===== config.mk =====
export PLATFORM = sky130hd
export DESIGN_NAME = aid_decoder
export DESIGN_NICKNAME = d
export VERILOG_FILES = /design/src/shared/aid_pkg.sv /design/src/design/aid_cycle_timer.sv /design/src/design/aid_decoder.sv
export SDC_FILE = /design/constraint.sdc
export NUM_CORES = 1
export LEC_CHECK = 0
export BUFFER_PORTS_ARGS = -buffer_cell sky130_fd_sc_hd__buf_2
export CAP_MARGIN = 20
export CORE_ASPECT_RATIO = 0.75
export CORE_MARGIN = 2
export CORE_UTILIZATION = 45
export CTS_BUF_LIST = sky130_fd_sc_hd__clkbuf_2 sky130_fd_sc_hd__clkbuf_4 sky130_fd_sc_hd__clkbuf_8
export DETAILED_ROUTE_END_ITERATION = 12
export PLACE_DENSITY = 0.72
export SYNTH_ARGS = -nofsm -noshare
export SYNTH_HDL_FRONTEND = slang
export SYNTH_HIERARCHICAL = 1
export SYNTH_SLANG_ARGS = --single-unit

===== constraint.sdc =====
create_clock -name sys_clk_in -period 2.8 [get_ports sys_clk_in]
set_clock_uncertainty 0.1 [all_clocks]
set_input_delay 0 -clock sys_clk_in [delete_from_list [all_inputs] [get_ports sys_clk_in]]
set_output_delay 0 -clock sys_clk_in [all_outputs]
set_load 0.005 [all_outputs]

===== src/shared/aid_pkg.sv =====
package aid_pkg;

  // operation classes
  typedef enum logic [3:0] {
    AID_OP_NONE     = 4'h0,
    AID_OP_SUM      = 4'h1,
    AID_OP_SUM_C    = 4'h2,
    AID_OP_DIFF     = 4'h3,
    AID_OP_DIFF_B   = 4'h4,
    AID_OP_COMPARE  = 4'h5,
    AID_OP_ASCII_SA = 4'h6,
    AID_OP_BCD_SA   = 4'h7,
    AID_OP_ASCII_DA = 4'h8,
    AID_OP_BCD_DA   = 4'h9,
    AID_OP_UPROD    = 4'hA,
    AID_OP_SPROD    = 4'hB,
    AID_OP_SPROD_I  = 4'hC,
    AID_OP_UQUOT    = 4'hD
  } aid_op_t;

  // operand forms
  typedef enum logic [1:0] {
    AID_FORM_RM  = 2'h0,
    AID_FORM_IMM = 2'h1,
    AID_FORM_ACC = 2'h2,
    AID_FORM_ONE = 2'h3
  } aid_form_t;

  // decoded instruction handed to the datapath
  typedef struct packed {
    aid_op_t   op;
    aid_form_t form;
    logic      word;
    logic      reg_is_dst;
    logic      mem;
    logic [2:0] reg_f;
    logic [2:0] rm_f;
    logic [1:0] mod_f;
    logic [15:0] imm;
    logic [5:0] clk_min;
    logic [5:0] clk_max;
  } aid_dec_t;

  // fixed opcode patterns and field positions
  localparam logic [7:0] AID_OPC_ASCII_SA = 8'h37;
  localparam logic [7:0] AID_OPC_BCD_SA   = 8'h27;
  localparam logic [7:0] AID_OPC_ASCII_DA = 8'h3F;
  localparam logic [7:0] AID_OPC_BCD_DA   = 8'h2F;
  localparam logic [5:0] AID_PFX_SUM      = 6'h00;
  localparam logic [5:0] AID_PFX_SUM_C    = 6'h04;
  localparam logic [5:0] AID_PFX_DIFF     = 6'h0A;
  localparam logic [5:0] AID_PFX_DIFF_B   = 6'h06;
  localparam logic [6:0] AID_PFX_CMP_RM   = 7'h1D;
  localparam logic [6:0] AID_PFX_CMP_MR   = 7'h1C;
  localparam logic [6:0] AID_PFX_SUM_A    = 7'h02;
  localparam logic [6:0] AID_PFX_SUM_CA   = 7'h0A;
  localparam logic [6:0] AID_PFX_DIFF_A   = 7'h16;
  localparam logic [6:0] AID_PFX_DIFF_BA  = 7'h0E;
  localparam logic [6:0] AID_PFX_CMP_A    = 7'h1E;
  localparam logic [5:0] AID_PFX_IMM_GRP  = 6'h20;
  localparam logic [6:0] AID_PFX_UNARY    = 7'h7B;
  localparam logic [5:0] AID_PFX_SPROD_I  = 6'h1A;
  localparam logic [2:0] AID_EXT_SUM      = 3'h0;
  localparam logic [2:0] AID_EXT_SUM_C    = 3'h2;
  localparam logic [2:0] AID_EXT_DIFF_B   = 3'h3;
  localparam logic [2:0] AID_EXT_DIFF     = 3'h5;
  localparam logic [2:0] AID_EXT_CMP      = 3'h7;
  localparam logic [2:0] AID_EXT_UPROD    = 3'h4;
  localparam logic [2:0] AID_EXT_SPROD    = 3'h5;
  localparam logic [2:0] AID_EXT_UQUOT    = 3'h6;
  localparam logic [1:0] AID_MOD_REG      = 2'h3;
  localparam int AID_BIT_W = 0;
  localparam int AID_BIT_D = 1;
  localparam int AID_BIT_S = 1;

  // clock counts
  localparam logic [5:0] AID_CLK_RR     = 6'd3;
  localparam logic [5:0] AID_CLK_RM     = 6'd10;
  localparam logic [5:0] AID_CLK_ACC_B  = 6'd3;
  localparam logic [5:0] AID_CLK_ACC_W  = 6'd4;
  localparam logic [5:0] AID_CLK_IMM_R  = 6'd4;
  localparam logic [5:0] AID_CLK_IMM_M  = 6'd16;
  localparam logic [5:0] AID_CLK_ASA    = 6'd8;
  localparam logic [5:0] AID_CLK_BSA    = 6'd4;
  localparam logic [5:0] AID_CLK_ADA    = 6'd7;
  localparam logic [5:0] AID_CLK_BDA    = 6'd4;
  localparam logic [5:0] AID_CLK_UP_RB  = 6'd26;
  localparam logic [5:0] AID_CLK_UP_RBX = 6'd28;
  localparam logic [5:0] AID_CLK_UP_RW  = 6'd35;
  localparam logic [5:0] AID_CLK_UP_RWX = 6'd37;
  localparam logic [5:0] AID_CLK_UP_MB  = 6'd32;
  localparam logic [5:0] AID_CLK_UP_MBX = 6'd34;
  localparam logic [5:0] AID_CLK_UP_MW  = 6'd41;
  localparam logic [5:0] AID_CLK_UP_MWX = 6'd43;
  localparam logic [5:0] AID_CLK_SP_RB  = 6'd25;
  localparam logic [5:0] AID_CLK_SP_RW  = 6'd34;
  localparam logic [5:0] AID_CLK_SP_MB  = 6'd31;
  localparam logic [5:0] AID_CLK_SP_MW  = 6'd40;
  localparam logic [5:0] AID_CLK_SPI_R  = 6'd22;
  localparam logic [5:0] AID_CLK_SPI_RX = 6'd25;
  localparam logic [5:0] AID_CLK_SPI_M  = 6'd29;
  localparam logic [5:0] AID_CLK_SPI_MX = 6'd32;
  localparam logic [5:0] AID_CLK_UQ_RB  = 6'd29;
  localparam logic [5:0] AID_CLK_UQ_RW  = 6'd38;
  localparam logic [5:0] AID_CLK_UQ_MB  = 6'd35;
  localparam logic [5:0] AID_CLK_UQ_MW  = 6'd44;

endpackage


===== src/design/aid_cycle_timer.sv =====
`timescale 1ns/1ns
// counts execution clocks of one instruction
module aid_cycle_timer (
  input  wire logic       sys_clk_in,
  input  wire logic       sys_rst_in,
  input  wire logic       load_in,
  input  wire logic [5:0] count_in,
  output logic            busy_out,
  output logic            done_out
);
  logic [5:0] cnt_r;
  logic [5:0] cnt_nxt;
  logic       done_r;
  logic       done_nxt;

  always_comb begin
    cnt_nxt  = cnt_r;
    done_nxt = 1'b0;
    if (load_in) begin
      cnt_nxt = count_in;
    end else if (cnt_r != 6'h00) begin
      cnt_nxt  = cnt_r - 6'h01;
      done_nxt = (cnt_r == 6'h01);
    end
  end

  always_ff @(posedge sys_clk_in) begin
    if (sys_rst_in) begin
      cnt_r  <= 6'h00;
      done_r <= 1'b0;
    end else begin
      cnt_r  <= cnt_nxt;
      done_r <= done_nxt;
    end
  end

  assign busy_out = (cnt_r != 6'h00);
  assign done_out = done_r;
endmodule


===== src/design/aid_decoder.sv =====
`timescale 1ns/1ns
// How it works
// - sum register form: 000000dw, 3 clocks register, 10 memory
// - carry sum: 000100dw, extension 010, accumulator form; 3/10 clocks
// - accumulator immediates: second byte only when w=1; 3 byte, 4 word clocks
// - borrow difference immediate: ext 011 under 100000sw; second byte if sw=01; 4/16
// - difference: 001010dw 3/10 clocks; immediate variant ext 101
// - compare rm with register: 0011101w plus addressing byte, 3/10 clocks
// - compare accumulator immediate: 0011110w, word takes second byte; 3/4 clocks
// - ascii sum adjust 00110111, 8 clocks
// - bcd sum adjust 00100111, 4 clocks
// - ascii difference adjust, 7 clocks
// - bcd difference adjust 00101111, 4 clocks
// - unsigned product ext 100 under 1111011w; 26-28/35-37/32-34/41-43
// - signed product ext 101 under 1111011w; 25-28/34-37/31-34/40-43
// - signed immediate product 011010s1; second byte when s=0; 22-25/29-32
// - unsigned quotient ext 110 under 1111011w; 29/38/35/44 clocks
module aid_decoder
  import aid_pkg::*;
(
  // clock and reset
  input  wire logic            sys_clk_in,
  input  wire logic            sys_rst_in,
  // prefetch byte stream
  input  wire logic            byte_valid_in,
  input  wire logic [7:0]      byte_in,
  output logic                 byte_ready_out,
  // decoded instruction
  output aid_pkg::aid_dec_t    dec_out,
  output logic                 dec_valid_out,
  output logic                 illegal_out,
  // execution timing
  output logic                 exec_busy_out,
  output logic                 exec_done_out
);
  import aid_pkg::*;

  typedef enum logic [2:0] {
    AID_ST_OPC  = 3'b000,
    AID_ST_MODRM = 3'b001,
    AID_ST_IMLO = 3'b011,
    AID_ST_IMHI = 3'b010,
    AID_ST_EXEC = 3'b110
  } aid_state_t;

  aid_state_t st_r, st_nxt;
  aid_dec_t   dec_r, dec_nxt;
  logic [7:0] opc_r, opc_nxt;
  logic       valid_r, valid_nxt;
  logic       ill_r, ill_nxt;
  logic       ready_r, ready_nxt;
  logic       load;
  logic       t_busy, t_done;
  logic       busy_r, done_r;
  logic       take;

  // register/memory pair pick
  function automatic logic [5:0] pick(input logic mem, input logic [5:0] r, input logic [5:0] m);
    pick = mem ? m : r;
  endfunction

  // clock figures once the addressing byte is known
  function automatic void timing(input aid_op_t op, input aid_form_t form, input logic w,
                                 input logic mem, output logic [5:0] lo, output logic [5:0] hi);
    lo = AID_CLK_RR;
    hi = AID_CLK_RR;
    case (op)
      AID_OP_UPROD: begin
        lo = w ? pick(mem, AID_CLK_UP_RW, AID_CLK_UP_MW) : pick(mem, AID_CLK_UP_RB, AID_CLK_UP_MB);
        hi = w ? pick(mem, AID_CLK_UP_RWX, AID_CLK_UP_MWX) : pick(mem, AID_CLK_UP_RBX, AID_CLK_UP_MBX);
      end
      AID_OP_SPROD: begin
        lo = w ? pick(mem, AID_CLK_SP_RW, AID_CLK_SP_MW) : pick(mem, AID_CLK_SP_RB, AID_CLK_SP_MB);
        hi = w ? pick(mem, AID_CLK_UP_RWX, AID_CLK_UP_MWX) : pick(mem, AID_CLK_UP_RBX, AID_CLK_UP_MBX);
      end
      AID_OP_SPROD_I: begin
        lo = pick(mem, AID_CLK_SPI_R, AID_CLK_SPI_M);
        hi = pick(mem, AID_CLK_SPI_RX, AID_CLK_SPI_MX);
      end
      AID_OP_UQUOT: begin
        lo = w ? pick(mem, AID_CLK_UQ_RW, AID_CLK_UQ_MW) : pick(mem, AID_CLK_UQ_RB, AID_CLK_UQ_MB);
        hi = lo;
      end
      default: begin
        if (form == AID_FORM_IMM) begin
          lo = pick(mem, AID_CLK_IMM_R, AID_CLK_IMM_M);
        end else begin
          lo = pick(mem, AID_CLK_RR, AID_CLK_RM);
        end
        hi = lo;
      end
    endcase
  endfunction

  // wide immediate needed for the given form
  function automatic logic imm_wide(input aid_op_t op, input aid_form_t form, input logic [7:0] opc);
    if (op == AID_OP_SPROD_I) begin
      imm_wide = ~opc[AID_BIT_S];
    end else if (form == AID_FORM_IMM) begin
      imm_wide = (opc[1:0] == 2'b01);
    end else begin
      imm_wide = opc[AID_BIT_W];
    end
  endfunction

  assign take = byte_valid_in & ready_r;

  always_comb begin
    logic [5:0] lo;
    logic [5:0] hi;
    lo        = 6'h00;
    hi        = 6'h00;
    st_nxt    = st_r;
    dec_nxt   = dec_r;
    opc_nxt   = opc_r;
    valid_nxt = 1'b0;
    ill_nxt   = 1'b0;
    load      = 1'b0;
    case (st_r)
      AID_ST_OPC: begin
        if (take) begin
          opc_nxt             = byte_in;
          dec_nxt             = '0;
          dec_nxt.word        = byte_in[AID_BIT_W];
          dec_nxt.reg_is_dst  = byte_in[AID_BIT_D];
          dec_nxt.form        = AID_FORM_RM;
          st_nxt              = AID_ST_MODRM;
          if (byte_in[7:2] == AID_PFX_SUM) dec_nxt.op = AID_OP_SUM;
          else if (byte_in[7:2] == AID_PFX_SUM_C) dec_nxt.op = AID_OP_SUM_C;
          else if (byte_in[7:2] == AID_PFX_DIFF) dec_nxt.op = AID_OP_DIFF;
          else if (byte_in[7:2] == AID_PFX_DIFF_B) dec_nxt.op = AID_OP_DIFF_B;
          else if (byte_in[7:1] == AID_PFX_CMP_RM || byte_in[7:1] == AID_PFX_CMP_MR) begin
            dec_nxt.op = AID_OP_COMPARE;
          end else if (byte_in[7:2] == AID_PFX_IMM_GRP) dec_nxt.form = AID_FORM_IMM;
          else if (byte_in[7:1] == AID_PFX_UNARY) dec_nxt.form = AID_FORM_ONE;
          else if (byte_in[7:2] == AID_PFX_SPROD_I && byte_in[AID_BIT_W]) begin
            dec_nxt.op = AID_OP_SPROD_I;
            dec_nxt.reg_is_dst = 1'b1;
          end else begin
            dec_nxt.form = AID_FORM_ACC;
            st_nxt = AID_ST_IMLO;
            lo = byte_in[AID_BIT_W] ? AID_CLK_ACC_W : AID_CLK_ACC_B;
            dec_nxt.clk_min = lo;
            dec_nxt.clk_max = lo;
            if (byte_in[7:1] == AID_PFX_SUM_A) dec_nxt.op = AID_OP_SUM;
            else if (byte_in[7:1] == AID_PFX_SUM_CA) dec_nxt.op = AID_OP_SUM_C;
            else if (byte_in[7:1] == AID_PFX_DIFF_A) dec_nxt.op = AID_OP_DIFF;
            else if (byte_in[7:1] == AID_PFX_DIFF_BA) dec_nxt.op = AID_OP_DIFF_B;
            else if (byte_in[7:1] == AID_PFX_CMP_A) dec_nxt.op = AID_OP_COMPARE;
            else begin
              dec_nxt.form = AID_FORM_ONE;
              dec_nxt.word = 1'b0;
              st_nxt = AID_ST_EXEC;
              case (byte_in)
                AID_OPC_ASCII_SA: begin dec_nxt.op = AID_OP_ASCII_SA; lo = AID_CLK_ASA; end
                AID_OPC_BCD_SA:   begin dec_nxt.op = AID_OP_BCD_SA;   lo = AID_CLK_BSA; end
                AID_OPC_ASCII_DA: begin dec_nxt.op = AID_OP_ASCII_DA; lo = AID_CLK_ADA; end
                AID_OPC_BCD_DA:   begin dec_nxt.op = AID_OP_BCD_DA;   lo = AID_CLK_BDA; end
                default: begin
                  ill_nxt = 1'b1;
                  st_nxt  = AID_ST_OPC;
                end
              endcase
              dec_nxt.clk_min = lo;
              dec_nxt.clk_max = lo;
              load      = ~ill_nxt;
              valid_nxt = ~ill_nxt;
            end
          end
        end
      end
      AID_ST_MODRM: begin
        if (take) begin
          dec_nxt.mod_f = byte_in[7:6];
          dec_nxt.reg_f = byte_in[5:3];
          dec_nxt.rm_f  = byte_in[2:0];
          dec_nxt.mem   = (byte_in[7:6] != AID_MOD_REG);
          st_nxt        = AID_ST_EXEC;
          if (dec_r.form == AID_FORM_IMM) begin
            st_nxt = AID_ST_IMLO;
            case (byte_in[5:3])
              AID_EXT_SUM:    dec_nxt.op = AID_OP_SUM;
              AID_EXT_SUM_C:  dec_nxt.op = AID_OP_SUM_C;
              AID_EXT_DIFF_B: dec_nxt.op = AID_OP_DIFF_B;
              AID_EXT_DIFF:   dec_nxt.op = AID_OP_DIFF;
              AID_EXT_CMP:    dec_nxt.op = AID_OP_COMPARE;
              default:        st_nxt = AID_ST_OPC;
            endcase
          end else if (dec_r.form == AID_FORM_ONE) begin
            case (byte_in[5:3])
              AID_EXT_UPROD: dec_nxt.op = AID_OP_UPROD;
              AID_EXT_SPROD: dec_nxt.op = AID_OP_SPROD;
              AID_EXT_UQUOT: dec_nxt.op = AID_OP_UQUOT;
              default:       st_nxt = AID_ST_OPC;
            endcase
          end else if (dec_r.op == AID_OP_SPROD_I) begin
            st_nxt = AID_ST_IMLO;
          end
          timing(dec_nxt.op, dec_r.form, dec_r.word, dec_nxt.mem, lo, hi);
          dec_nxt.clk_min = lo;
          dec_nxt.clk_max = hi;
          if (st_nxt == AID_ST_OPC) begin
            ill_nxt = 1'b1;
          end else if (st_nxt == AID_ST_EXEC) begin
            load      = 1'b1;
            valid_nxt = 1'b1;
          end
        end
      end
      AID_ST_IMLO: begin
        if (take) begin
          dec_nxt.imm = {{8{byte_in[7]}}, byte_in};
          if (imm_wide(dec_r.op, dec_r.form, opc_r)) begin
            st_nxt = AID_ST_IMHI;
          end else begin
            st_nxt    = AID_ST_EXEC;
            load      = 1'b1;
            valid_nxt = 1'b1;
          end
        end
      end
      AID_ST_IMHI: begin
        if (take) begin
          dec_nxt.imm[15:8] = byte_in;
          st_nxt    = AID_ST_EXEC;
          load      = 1'b1;
          valid_nxt = 1'b1;
        end
      end
      AID_ST_EXEC: begin
        if (t_done) begin
          st_nxt = AID_ST_OPC;
        end
      end
      default: st_nxt = AID_ST_OPC;
    endcase
    ready_nxt = (st_nxt != AID_ST_EXEC);
  end

  aid_cycle_timer u_timer (
    .sys_clk_in (sys_clk_in),
    .sys_rst_in (sys_rst_in),
    .load_in    (load),
    .count_in   (dec_nxt.clk_min),
    .busy_out   (t_busy),
    .done_out   (t_done)
  );

  always_ff @(posedge sys_clk_in) begin
    if (sys_rst_in) begin
      st_r    <= AID_ST_OPC;
      dec_r   <= '0;
      opc_r   <= 8'h00;
      valid_r <= 1'b0;
      ill_r   <= 1'b0;
      ready_r <= 1'b1;
      busy_r  <= 1'b0;
      done_r  <= 1'b0;
    end else begin
      st_r    <= st_nxt;
      dec_r   <= dec_nxt;
      opc_r   <= opc_nxt;
      valid_r <= valid_nxt;
      ill_r   <= ill_nxt;
      ready_r <= ready_nxt;
      busy_r  <= t_busy | load;
      done_r  <= t_done;
    end
  end

  assign byte_ready_out = ready_r;
  assign dec_out        = dec_r;
  assign dec_valid_out  = valid_r;
  assign illegal_out    = ill_r;
  assign exec_busy_out  = busy_r;
  assign exec_done_out  = done_r;
endmodule


* Word-level counts from Yosys, hierarchy flattened
Cells that the tools add are included.
** Operators by class
- Add/subtract/negate cells :: 1
- Equality and inequality tests :: 43
- Multiplexer cells :: 169
- Bitwise gates (word level) :: 5
- Reduce and logical (&&, ||, !) cells :: 21
** Operators by type and width (count)
- $mux 10 :: 13
- $mux 4 :: 29
- $mux 3 :: 29
- $mux 6 :: 10
- $mux 1 :: 57
- $mux 45 :: 1
- $eq 8x6->1 const B :: 4
- $eq 7x5->1 const B :: 4
- $pmux 12 s2 :: 1
- $pmux 4 s3 :: 2
- $pmux 6 s4 :: 1
- $pmux 8 s3 :: 1
- $eq 4x4->1 const B :: 5
- $mux 2 :: 10
- $pmux 4 s5 :: 1
- $eq 3x3->1 const B :: 6
- $pmux 6 s3 :: 1
- $pmux 9 s2 :: 1
- $mux 16 :: 1
- $pmux 4 s4 :: 1
- $pmux 8 s2 :: 1
- $pmux 3 s5 :: 1
- $eq 7x4->1 const B :: 2
- $eq 3x2->1 const B :: 4
- other kinds (37) :: 53
** Word-level totals
- Register bits :: 62
- Input port bits :: 11
- Output and inout bits :: 50
- Word-level logic and storage cells :: 260

* Depth between registers and ports, before layout
Gate-level depths: netlist (run 1).
- Word-level depth :: 35
- Mapped depth :: 13
- Mapped depth without buffers :: 10

* Modules after synthesis
Netlist (run 1), hierarchy kept.
** By module, submodules not included
- aid_decoder :: times used 1, cells an instance 418, area an instance 3199.3 um^2, sequential area each 1101.1 um^2
- aid_cycle_timer :: times used 1, cells an instance 50, area an instance 424.2 um^2, sequential area each 140.1 um^2

* Worst setup path before layout (run 1)
Ideal clock, no wire load.
- Path type :: reg-to-reg
- From :: reg dec_r, in the netlist dec_out[39]
- To :: reg u_timer.cnt_r[5]
- Library setup time :: 0.059 ns
- Arrival :: 2.347 ns
- Data required time :: 2.641 ns
- Slack :: 0.294 ns
- Stages on the path, launching flop included :: 12
- Path buffers :: 3
- Clock period less this slack :: 2.506 ns
- Path through :: dfxtp_1 buf_2 buf_2 nor2b_1 o21ai_0 o211ai_1 o21ai_0 a221oi_1 clkbuf_1 inv_1 o2111ai_1 o311a_1
** On the way
- Word-level cells in the longest chain between the ends :: 11
- Elaborated cells on any way between the ends :: 31
- Those cells by class :: eq/ne: 7; mux: 22; reduce/logical: 2
** Ends and longest elaborated chain
- start, declared :: RTL line aid_decoder.sv:47 : aid_dec_t dec_r, dec_nxt;
- start signal, assigned :: RTL line aid_decoder.sv:261 : dec_r <= dec_nxt;
- $eq 2x2->1 :: RTL line aid_decoder.sv:189 : end else if (dec_r.form == AID_FORM_ONE) begin
- $mux 3 :: RTL line aid_decoder.sv:189
- $mux 3 :: RTL line aid_decoder.sv:179 : if (dec_r.form == AID_FORM_IMM) begin
- $mux 3 :: RTL line aid_decoder.sv:173 : if (take) begin
- $mux 3 :: RTL line aid_decoder.sv:119 : case (st_r)
- $eq 3x3->1 :: RTL line aid_decoder.sv:204 : end else if (st_nxt == AID_ST_EXEC) begin
- $mux 1 :: RTL line aid_decoder.sv:204
- $mux 1 :: RTL line aid_decoder.sv:202 : if (st_nxt == AID_ST_OPC) begin
- $mux 1 :: RTL line aid_decoder.sv:173
- $pmux 1 s4 * :: RTL line aid_decoder.sv:119
- via load :: RTL line aid_decoder.sv:52 : logic load;
- $mux 6 or $reduce_bool 2->1 (tied branches)
- end signal, assigned :: RTL line aid_cycle_timer.sv:32 : cnt_r <= cnt_nxt;
- end, declared :: RTL line aid_cycle_timer.sv:11 : logic [5:0] cnt_r;
The timed path passes the listed nets; every way through them passes the cells marked *. The select of a mux whose other input is x is not followed.
A chain may end at the register's enable or synchronous reset.

* Worst setup path in the final report (run 1)
- From :: reg dec_r, in the netlist dec_out[43]
- To :: reg u_timer.done_r (netlist: u_timer/done_out)
** On the way
- Word-level cells in the longest chain between the ends :: 12
- Elaborated cells on any way between the ends :: 18
- Those cells by class :: eq/ne: 2; mux: 14; reduce/logical: 2
** Ends and longest elaborated chain
- $eq 4x4->1 * :: RTL line aid_decoder.sv:97, aid_decoder.sv:196
- $mux 3 :: RTL line aid_decoder.sv:196 : end else if (dec_r.op == AID_OP_SPROD_I) begin
- $mux 3 :: RTL line aid_decoder.sv:189
- $mux 3 :: RTL line aid_decoder.sv:179
- $mux 3 :: RTL line aid_decoder.sv:173
- $mux 3 :: RTL line aid_decoder.sv:119
- $eq 3x3->1 :: RTL line aid_decoder.sv:204
- $mux 1 :: RTL line aid_decoder.sv:204
- $mux 1 :: RTL line aid_decoder.sv:202
- $mux 1 :: RTL line aid_decoder.sv:173
- $pmux 1 s4 * :: RTL line aid_decoder.sv:119
- via load :: RTL line aid_decoder.sv:52
- $reduce_or 3->1 (no source line) *
- end signal, assigned :: RTL line aid_cycle_timer.sv:33 : done_r <= done_nxt;
- end, declared :: RTL line aid_cycle_timer.sv:13 : logic done_r;
Marked as above.

==> results.sh, run 1 <==
export IMPL_use_met1_pct=36.5
export IMPL_worstHoldEndpoint="dec_out[34]"
export IMPL_ys_ff_latch=62
export IMPL_endpoint_kind="flop"
export IMPL_nNetsFinal=546
export IMPL_worst_ep_required_time_ns=2.97
export IMPL_finalWeightedCongestion=0.950
export IMPL_cts_max_path_buffers=2
export IMPL_layout_filler_cells=756
export IMPL_launch_instance_of_the_worst_register_to_register_path="dec_out[43]"
export IMPL_yosys_most_used_dff="sky130_fd_sc_hd__dfxtp_1"
export IMPL_result_of_the_run="completed"
export IMPL_postSynthCellCount=468
export IMPL_post_place_ws_ns=0.0917
export IMPL_design_die_area_um2=8790
export IMPL_rsz0062_at_grt="false"
export IMPL_clock_sink_count=62
export IMPL_synthesis_area_per_instance_um2=7.74
export IMPL_number_of_warnings_reported_in_the_yosys_synthesis_log=6
export IMPL_route_detailed_vias_per_inst=5.87
export IMPL_tritoncts="built"
export IMPL_count_of_maximum_capacitance_violations=0
export IMPL_total_drc_errors_in_the_routed_layout=0
export IMPL_p_clk_share_pct=31.6
export IMPL_post_cts_repair_setup_buffers=0
export IMPL_p_seq_share_pct=40.0
export IMPL_num_rows=28
export IMPL_worst_r2r_path_depth=7
export IMPL_final_design_area_no_fill_um2=4320
export IMPL_p_int_mw=1.73
export IMPL_synth_area_um2=3620
export IMPL_grt_pass1_vias=3324
export IMPL_cts_clock_pin_slew_for_the_worst_setup_and_hold_paths_ns=0.07
export IMPL_numCtsBuffers=9
export IMPL_busiest_layer="met1"
export IMPL_sum_of_routed_wire_length_over_all_layers_um=10800
export IMPL_globalRouteMet2Util_pct=36.4
export IMPL_placement_cell_area_um2=4030
export IMPL_clock_root_buffer="sky130_fd_sc_hd__clkbuf_8"
export IMPL_worst_slew_margin_rel_pct=48.4
export IMPL_power_density_nw_per_um2=603
export IMPL_cellLeakagePower_nw=1.74
export IMPL_largest_vdd_supply_drop_mv=0.416
export IMPL_antenna_violating_nets_post_route=0
export IMPL_critical_path_max_fanout=13
export IMPL_synth_seq_area_share_pct=34.3
export IMPL_share_comb_of_total_power_pct=28.4
export IMPL_worst_pin_slew_ns=0.755
export IMPL_io_buffer_count=60
export IMPL_switching_fraction_of_total_power_pct=33.7
export IMPL_layout_area_overhead_vs_synth_pct=19.3
export IMPL_post_synth_edffs=0
export IMPL_yosysUniqueCellTypes=79
export IMPL_critical_path_class="flop to flop"
export IMPL_layout_cells_non_filler=639
export IMPL_antenna_found_initial=0
export IMPL_die_width_um=108
export IMPL_max_freq_mhz=386
export IMPL_ioPinCount=61
export IMPL_layout_commonest_cell="sky130_fd_sc_hd__dfxtp_1"
export IMPL_synth_async_reset_ratio_pct=0
export IMPL_critPathLaunchType="flop"
export IMPL_final_setup_tns_ns=0
export IMPL_detailroute_via_count=3749
export IMPL_core_area_um2=7850
export IMPL_leading_cell_types_in_the_layout_fill_and_taps_excluded="sky130_fd_sc_hd__dfxtp_1, sky130_fd_sc_hd__buf_2, sky130_fd_sc_hd__nand2_1"
export IMPL_initial_utilization_pct=46.2
export IMPL_layout_drive_gt1_share_pct=22.8
export IMPL_hold_path_class="primary input to flop"
export IMPL_initialDrtViolationCount=461
export IMPL_antenna_cells_inserted=0
export IMPL_dpl_cell_count=616
export IMPL_worst_endpoint_arrival_ns=2.76
export IMPL_hpwl_um=7490
export IMPL_report_final_hold_viol_count=0
export IMPL_startpoint_of_the_lowest_slack_hold_path="byte_in[4]"
export IMPL_drt_first_pass_iters=5
export IMPL_global_route_overflow_total=0
export IMPL_gr_usage_met3_pct=6.98
export IMPL_per_cell_routed_wire_length_um=16.9
export IMPL_period_needed_ns=2.59
export IMPL_crit_reg2reg_capture="u_timer/done_out"
export IMPL_regToRegSetupSlack_ns=0.21
export IMPL_report_final_setup_viol=0
export IMPL_timing_final_max_slew_violations=0
export IMPL_clock_tree_htree_level_count=3
export IMPL_netSwitchingPower_uw=879
export IMPL_fin_ws_ns=0.212
export IMPL_period_share_pct=92.4
export IMPL_clk_latency_ns=0.34
export IMPL_first_pass_grt_wire_length_um=17100
export IMPL_dieHeight_um=81.7
export IMPL_global_route_usage_total_pct=25.1
export IMPL_synth_nets=485
export IMPL_post_layout_power_mw=2.61
export IMPL_largest_net_degree_at_the_start_of_global_routing=67
export IMPL_timing_hold_worst_path_depth=3
-- sequential cells by signal (all words and copies together), names as in the netlist, 2 cells and up --
name / count
opc_r: 2
st_r: 3
dec_out: 45
u_timer/cnt_r: 6
-- logic make-up after synthesis --
group,Yosys count,share of synthesized area [%]
flip-flops,62,34.3
AO/OA/AOI/OAI,139,26.2
AND/OR/NAND/NOR,208,29.9
buffers and inverters,49,6.01
XOR/XNOR,3,1.24
multiplexers,1,0.276
adder cells (fa/ha/maj),6,2.07
-- per-stage QoR --
| stage | hold slack, ns | utilization, % |
|---|---|---|
| 3_3_place_gp | 0.245 | 51.3 |
| 2_1_floorplan | 0.0611 | - |
| 3_5_place_dp | 0.248 | 51.3 |
| 4_1_cts | 0.0000447 | 54.5 |
| 6_report | 0.0287 | 55.1 |
| 5_1_grt | 0.0205 | 55.1 |
-- final cells by class --
class	instances	area [um2]	share of cell area (%)
clock buffers	12	159	3.67
flip-flops and latches	62	1240	28.7
inverters	14	52.6	1.22
multi-input cells	357	2180	50.4
clock inverters	4	45.0	1.04
well taps	105	131	3.04
repair buffers	85	515	11.9
-- worst max path at each step --
stage	startpoint	cells after the start	to
after detailed placement	dec_out[43]	7	u_timer/done_out
after floorplan	dec_out[39]	11	u_timer/cnt_r[5]
after CTS	dec_out[43]	7	u_timer/done_out
after global placement	dec_out[43]	7	u_timer/done_out
after global routing	dec_out[43]	9	u_timer/cnt_r[5]
final	dec_out[43]	7	u_timer/done_out
-- worst max-delay path: stages (launching register included) --
cell	delay [ns]
sky130_fd_sc_hd__dfxtp_1	0.43
sky130_fd_sc_hd__nor4bb_4	0.41
sky130_fd_sc_hd__o21ai_0	0.12
sky130_fd_sc_hd__o21ai_0	0.39
sky130_fd_sc_hd__a221oi_1	0.19
sky130_fd_sc_hd__buf_4	0.21
sky130_fd_sc_hd__or4b_1	0.51
sky130_fd_sc_hd__nor3_1	0.15
-- synthesized netlist by cell type, types with 4 or more instances --
| library cell | number | area [um2] |
|---|---|---|
| sky130_fd_sc_hd__nand2b_1 | 9 | 56.3 |
| sky130_fd_sc_hd__nor4_1 | 4 | 25.0 |
| sky130_fd_sc_hd__inv_1 | 14 | 52.6 |
| sky130_fd_sc_hd__nor3_1 | 23 | 115 |
| sky130_fd_sc_hd__or3_1 | 4 | 25.0 |
| sky130_fd_sc_hd__nand2_1 | 52 | 195 |
| sky130_fd_sc_hd__a22oi_1 | 9 | 67.6 |
| sky130_fd_sc_hd__nor2b_1 | 5 | 31.3 |
| sky130_fd_sc_hd__clkbuf_1 | 19 | 71.3 |
| sky130_fd_sc_hd__buf_2 | 8 | 40.0 |
| sky130_fd_sc_hd__ha_1 | 6 | 75.1 |
| sky130_fd_sc_hd__a211oi_1 | 4 | 30.0 |
| sky130_fd_sc_hd__o22ai_1 | 5 | 31.3 |
| sky130_fd_sc_hd__nand3b_1 | 5 | 37.5 |
| sky130_fd_sc_hd__a31oi_1 | 5 | 31.3 |
| sky130_fd_sc_hd__a21oi_1 | 43 | 215 |
| sky130_fd_sc_hd__o21ai_1 | 8 | 40.0 |
| sky130_fd_sc_hd__dfxtp_1 | 62 | 1240 |
| sky130_fd_sc_hd__nor2_1 | 48 | 180 |
| sky130_fd_sc_hd__nand3_1 | 24 | 120 |
| sky130_fd_sc_hd__o21ai_0 | 18 | 90.1 |
-- what timing repair did --
| item | in CTS | in global routing |
|---|---|---|
| resized for setup | 0 | 2 |
| hold buffers | 5 | 1 |
| hold endpoints to repair | 16 | 8 |
| endpoints found under the setup margin | 0 | 7 |
-- routing by layer --
| layer | routed length (um) | up-vias | part of all wire (%) |
|---|---|---|---|
| met1 | 5020 | 1731 | 46 |
| met5 | 0 | - | 0 |
| met4 | 103 | 0 | 0.95 |
| met3 | 1080 | 12 | 10 |
| met2 | 4630 | 179 | 43 |
| li1 | - | 1827 | - |
-- power by group through the flow --
| stage | registers (mW) | logic [mW] | clock network (mW) |
|---|---|---|---|
| after detailed placement | 1.06 | 0.710 | 0 |
| after CTS | 1.04 | 0.719 | 0.831 |
| after floorplan | 1.04 | 0.539 | 0 |
| after global placement | 1.05 | 0.702 | 0 |
| final | 1.04 | 0.741 | 0.823 |
| after global routing | 1.05 | 0.807 | 0.873 |
No activity file was read; power rests on OpenSTA's default activity.
==> inputs of run 2 (changes only) <==
==> constraint.sdc (replaced) <==
create_clock -name sys_clk_in -period 2.8 [get_ports sys_clk_in]
set_clock_uncertainty 0.1 [all_clocks]
set_input_delay 0.56 -clock sys_clk_in [delete_from_list [all_inputs] [get_ports sys_clk_in]]
set_output_delay 0.56 -clock sys_clk_in [all_outputs]
set_load 0.005 [all_outputs]
==> results.sh, run 2 (synthesis gave the netlist of run 1 again) <==
export IMPL_result_of_the_run="completed"
export IMPL_netSwitchingPower_uw=916
export IMPL_leading_cell_types_in_the_layout_fill_and_taps_excluded="sky130_fd_sc_hd__dfxtp_1, sky130_fd_sc_hd__buf_2, sky130_fd_sc_hd__nand2_1"
export IMPL_die_width_um=108
export IMPL_clock_root_buffer="sky130_fd_sc_hd__clkbuf_8"
export IMPL_crit_buf_inv=2
export IMPL_layout_area_overhead_vs_synth_pct=21.3
export IMPL_core_area_um2=7850
export IMPL_finalWeightedCongestion=0.968
export IMPL_antenna_found_initial=0
export IMPL_period_share_pct=92.0
export IMPL_largest_net_degree_at_the_start_of_global_routing=53
export IMPL_total_drc_errors_in_the_routed_layout=0
export IMPL_worst_ep_required_time_ns=2.97
export IMPL_hpwl_um=7960
export IMPL_use_met1_pct=36.2
export IMPL_nNetsFinal=557
export IMPL_holdWs_ns=0.358
export IMPL_antenna_cells_inserted=0
export IMPL_grt_pass1_vias=3499
export IMPL_layout_drive_gt1_share_pct=25.5
export IMPL_largest_reg_flops=45
export IMPL_sum_of_routed_wire_length_over_all_layers_um=10700
export IMPL_clock_sink_count=62
export IMPL_layout_filler_cells=767
export IMPL_postCtsHoldBufs=0
export IMPL_cts_clock_pin_slew_for_the_worst_setup_and_hold_paths_ns=0.08
export IMPL_area_taken_by_multi_input_logic_gates_um2=2170
export IMPL_period_needed_ns=2.58
export IMPL_per_cell_routed_wire_length_um=16.5
export IMPL_largest_vdd_supply_drop_mv=0.379
export IMPL_io_buffer_count=60
export IMPL_worstPathCellList="nor4bb_1, buf_4, o21ai_0, o21ai_0, a221oi_2, buf_4, or4b_1, nor3_1"
export IMPL_design_die_area_um2=8790
export IMPL_dieHeight_um=81.7
export IMPL_clock_tree_htree_level_count=3
export IMPL_drt_first_pass_iters=6
export IMPL_critical_path_class="flop to flop"
export IMPL_global_route_overflow_total=0
export IMPL_globalRouteMet2Util_pct=37.8
export IMPL_worst_path_max_delay_cell="sky130_fd_sc_hd__or4b_1"
export IMPL_cts_max_path_buffers=2
export IMPL_rsz0062_at_grt="false"
export IMPL_critPathMaxStageDelay_ns=0.49
export IMPL_numCtsBuffers=9
export IMPL_hold_path_class="flop to flop"
export IMPL_power_density_nw_per_um2=595
export IMPL_num_rows=28
export IMPL_endpoint_kind="flop"
export IMPL_cts_resized_gates=0
export IMPL_first_pass_grt_wire_length_um=17300
export IMPL_max_freq_mhz=388
export IMPL_cellLeakagePower_nw=1.79
export IMPL_report_final_hold_viol_count=0
export IMPL_ioPinCount=61
export IMPL_worst_endpoint_arrival_ns=2.75
export IMPL_p_int_mw=1.70
export IMPL_report_final_setup_viol=0
export IMPL_count_of_maximum_capacitance_violations=0
export IMPL_detailroute_via_count=3820
export IMPL_worst_pin_slew_ns=0.936
export IMPL_critPathLaunchType="flop"
export IMPL_worst_path_dominant_cell_family="simple AND/OR/NAND/NOR gates"
export IMPL_final_setup_tns_ns=0
export IMPL_p_seq_share_pct=39.7
export IMPL_antenna_violating_nets_post_route=0
export IMPL_route_detailed_vias_per_inst=5.88
export IMPL_tritoncts="built"
export IMPL_share_comb_of_total_power_pct=29.0
export IMPL_timing_final_max_slew_violations=0
export IMPL_worst_slew_margin_rel_pct=37.6
export IMPL_switching_fraction_of_total_power_pct=35.0
export IMPL_busiest_layer="met2"
export IMPL_regArea_um2=1240
export IMPL_p_clk_share_pct=31.3
export IMPL_clk_latency_ns=0.35
export IMPL_gr_usage_met3_pct=6.43
export IMPL_post_cts_repair_setup_buffers=0
export IMPL_initialDrtViolationCount=311
export IMPL_global_route_usage_total_pct=25.2
export IMPL_initial_utilization_pct=46.2
export IMPL_layout_commonest_cell="sky130_fd_sc_hd__dfxtp_1"
export IMPL_critical_path_max_fanout=13
==> run 2: cell count changes in the layout (fill, tap and decap cells not counted), sizes merged <==
cell / before / now
buf: 79 / 96
dlygate4sd3: 6 / 0
clkinvlp: 0 / 1
clkbuf: 12 / 9
inv: 14 / 16
==> run 2: final timing paths <==
check / startpoint / endpoint / slack (ns) / depth (start not counted)
worst max-delay path: dec_out[42] / u_timer/done_out / 0.22 / 8
worst min-delay path: dec_out[32] / dec_out[32] / 0.36 / 2
worst max register to register: dec_out[42] / u_timer/done_out / 0.22 / 8
worst min register to register: dec_out[32] / dec_out[32] / 0.36 / 2
==> run 2: area by class of cell <==
type	instances	share of cell area, %
clock buffer	9	2.82
clock inverter	7	1.85
inverter	14	1.20
multi-input combinational	357	49.4
sequential	62	28.2
tap	105	2.99
timing repair buffer	96	13.5
==> run 2: worst register-to-register path, delay by kind of cell (launching register included) <==
| kind | cells | cell delay [ns] |
|---|---|---|
| buffers and inverters | 2 | 0.39 |
| and+or+nand+nor | 3 | 0.95 |
| DFF | 1 | 0.39 |
| AOI/OAI and AO/OA | 3 | 0.68 |
==> run 2: metrics by stage <==
| stage | cells | setup slack (ns) | cell area, um2 | power (mW) | util [%] |
|---|---|---|---|---|---|
| after floorplan | 468 | 0.294 | 3620 | 1.58 | - |
| final | 650 | 0.225 | 4400 | 2.62 | 56.0 |
| after CTS | 650 | 0.231 | 4390 | 2.62 | 55.9 |
| after detailed placement | 634 | 0.0435 | 4190 | 1.80 | 53.3 |
| after global placement | 634 | 0.0842 | 4190 | 1.78 | 53.3 |
| after global routing | 650 | 0.0119 | 4400 | 2.76 | 56.0 |
==> run 2: power by group through the flow <==
stage	Sequential [mW]	Combinational, mW	Clock (mW)
6_report	1.04	0.759	0.820
2_1_floorplan	1.04	0.539	0
3_3_place_gp	1.05	0.728	0
3_5_place_dp	1.05	0.748	0
5_1_grt	1.05	0.837	0.876
4_1_cts	1.04	0.752	0.834
==> run 2: routing by layer <==
metal	vias up	wire length, um
met1	1778	5100
li1	1851	-
met4	0	133
met2	173	4520
met5	-	0
met3	18	942
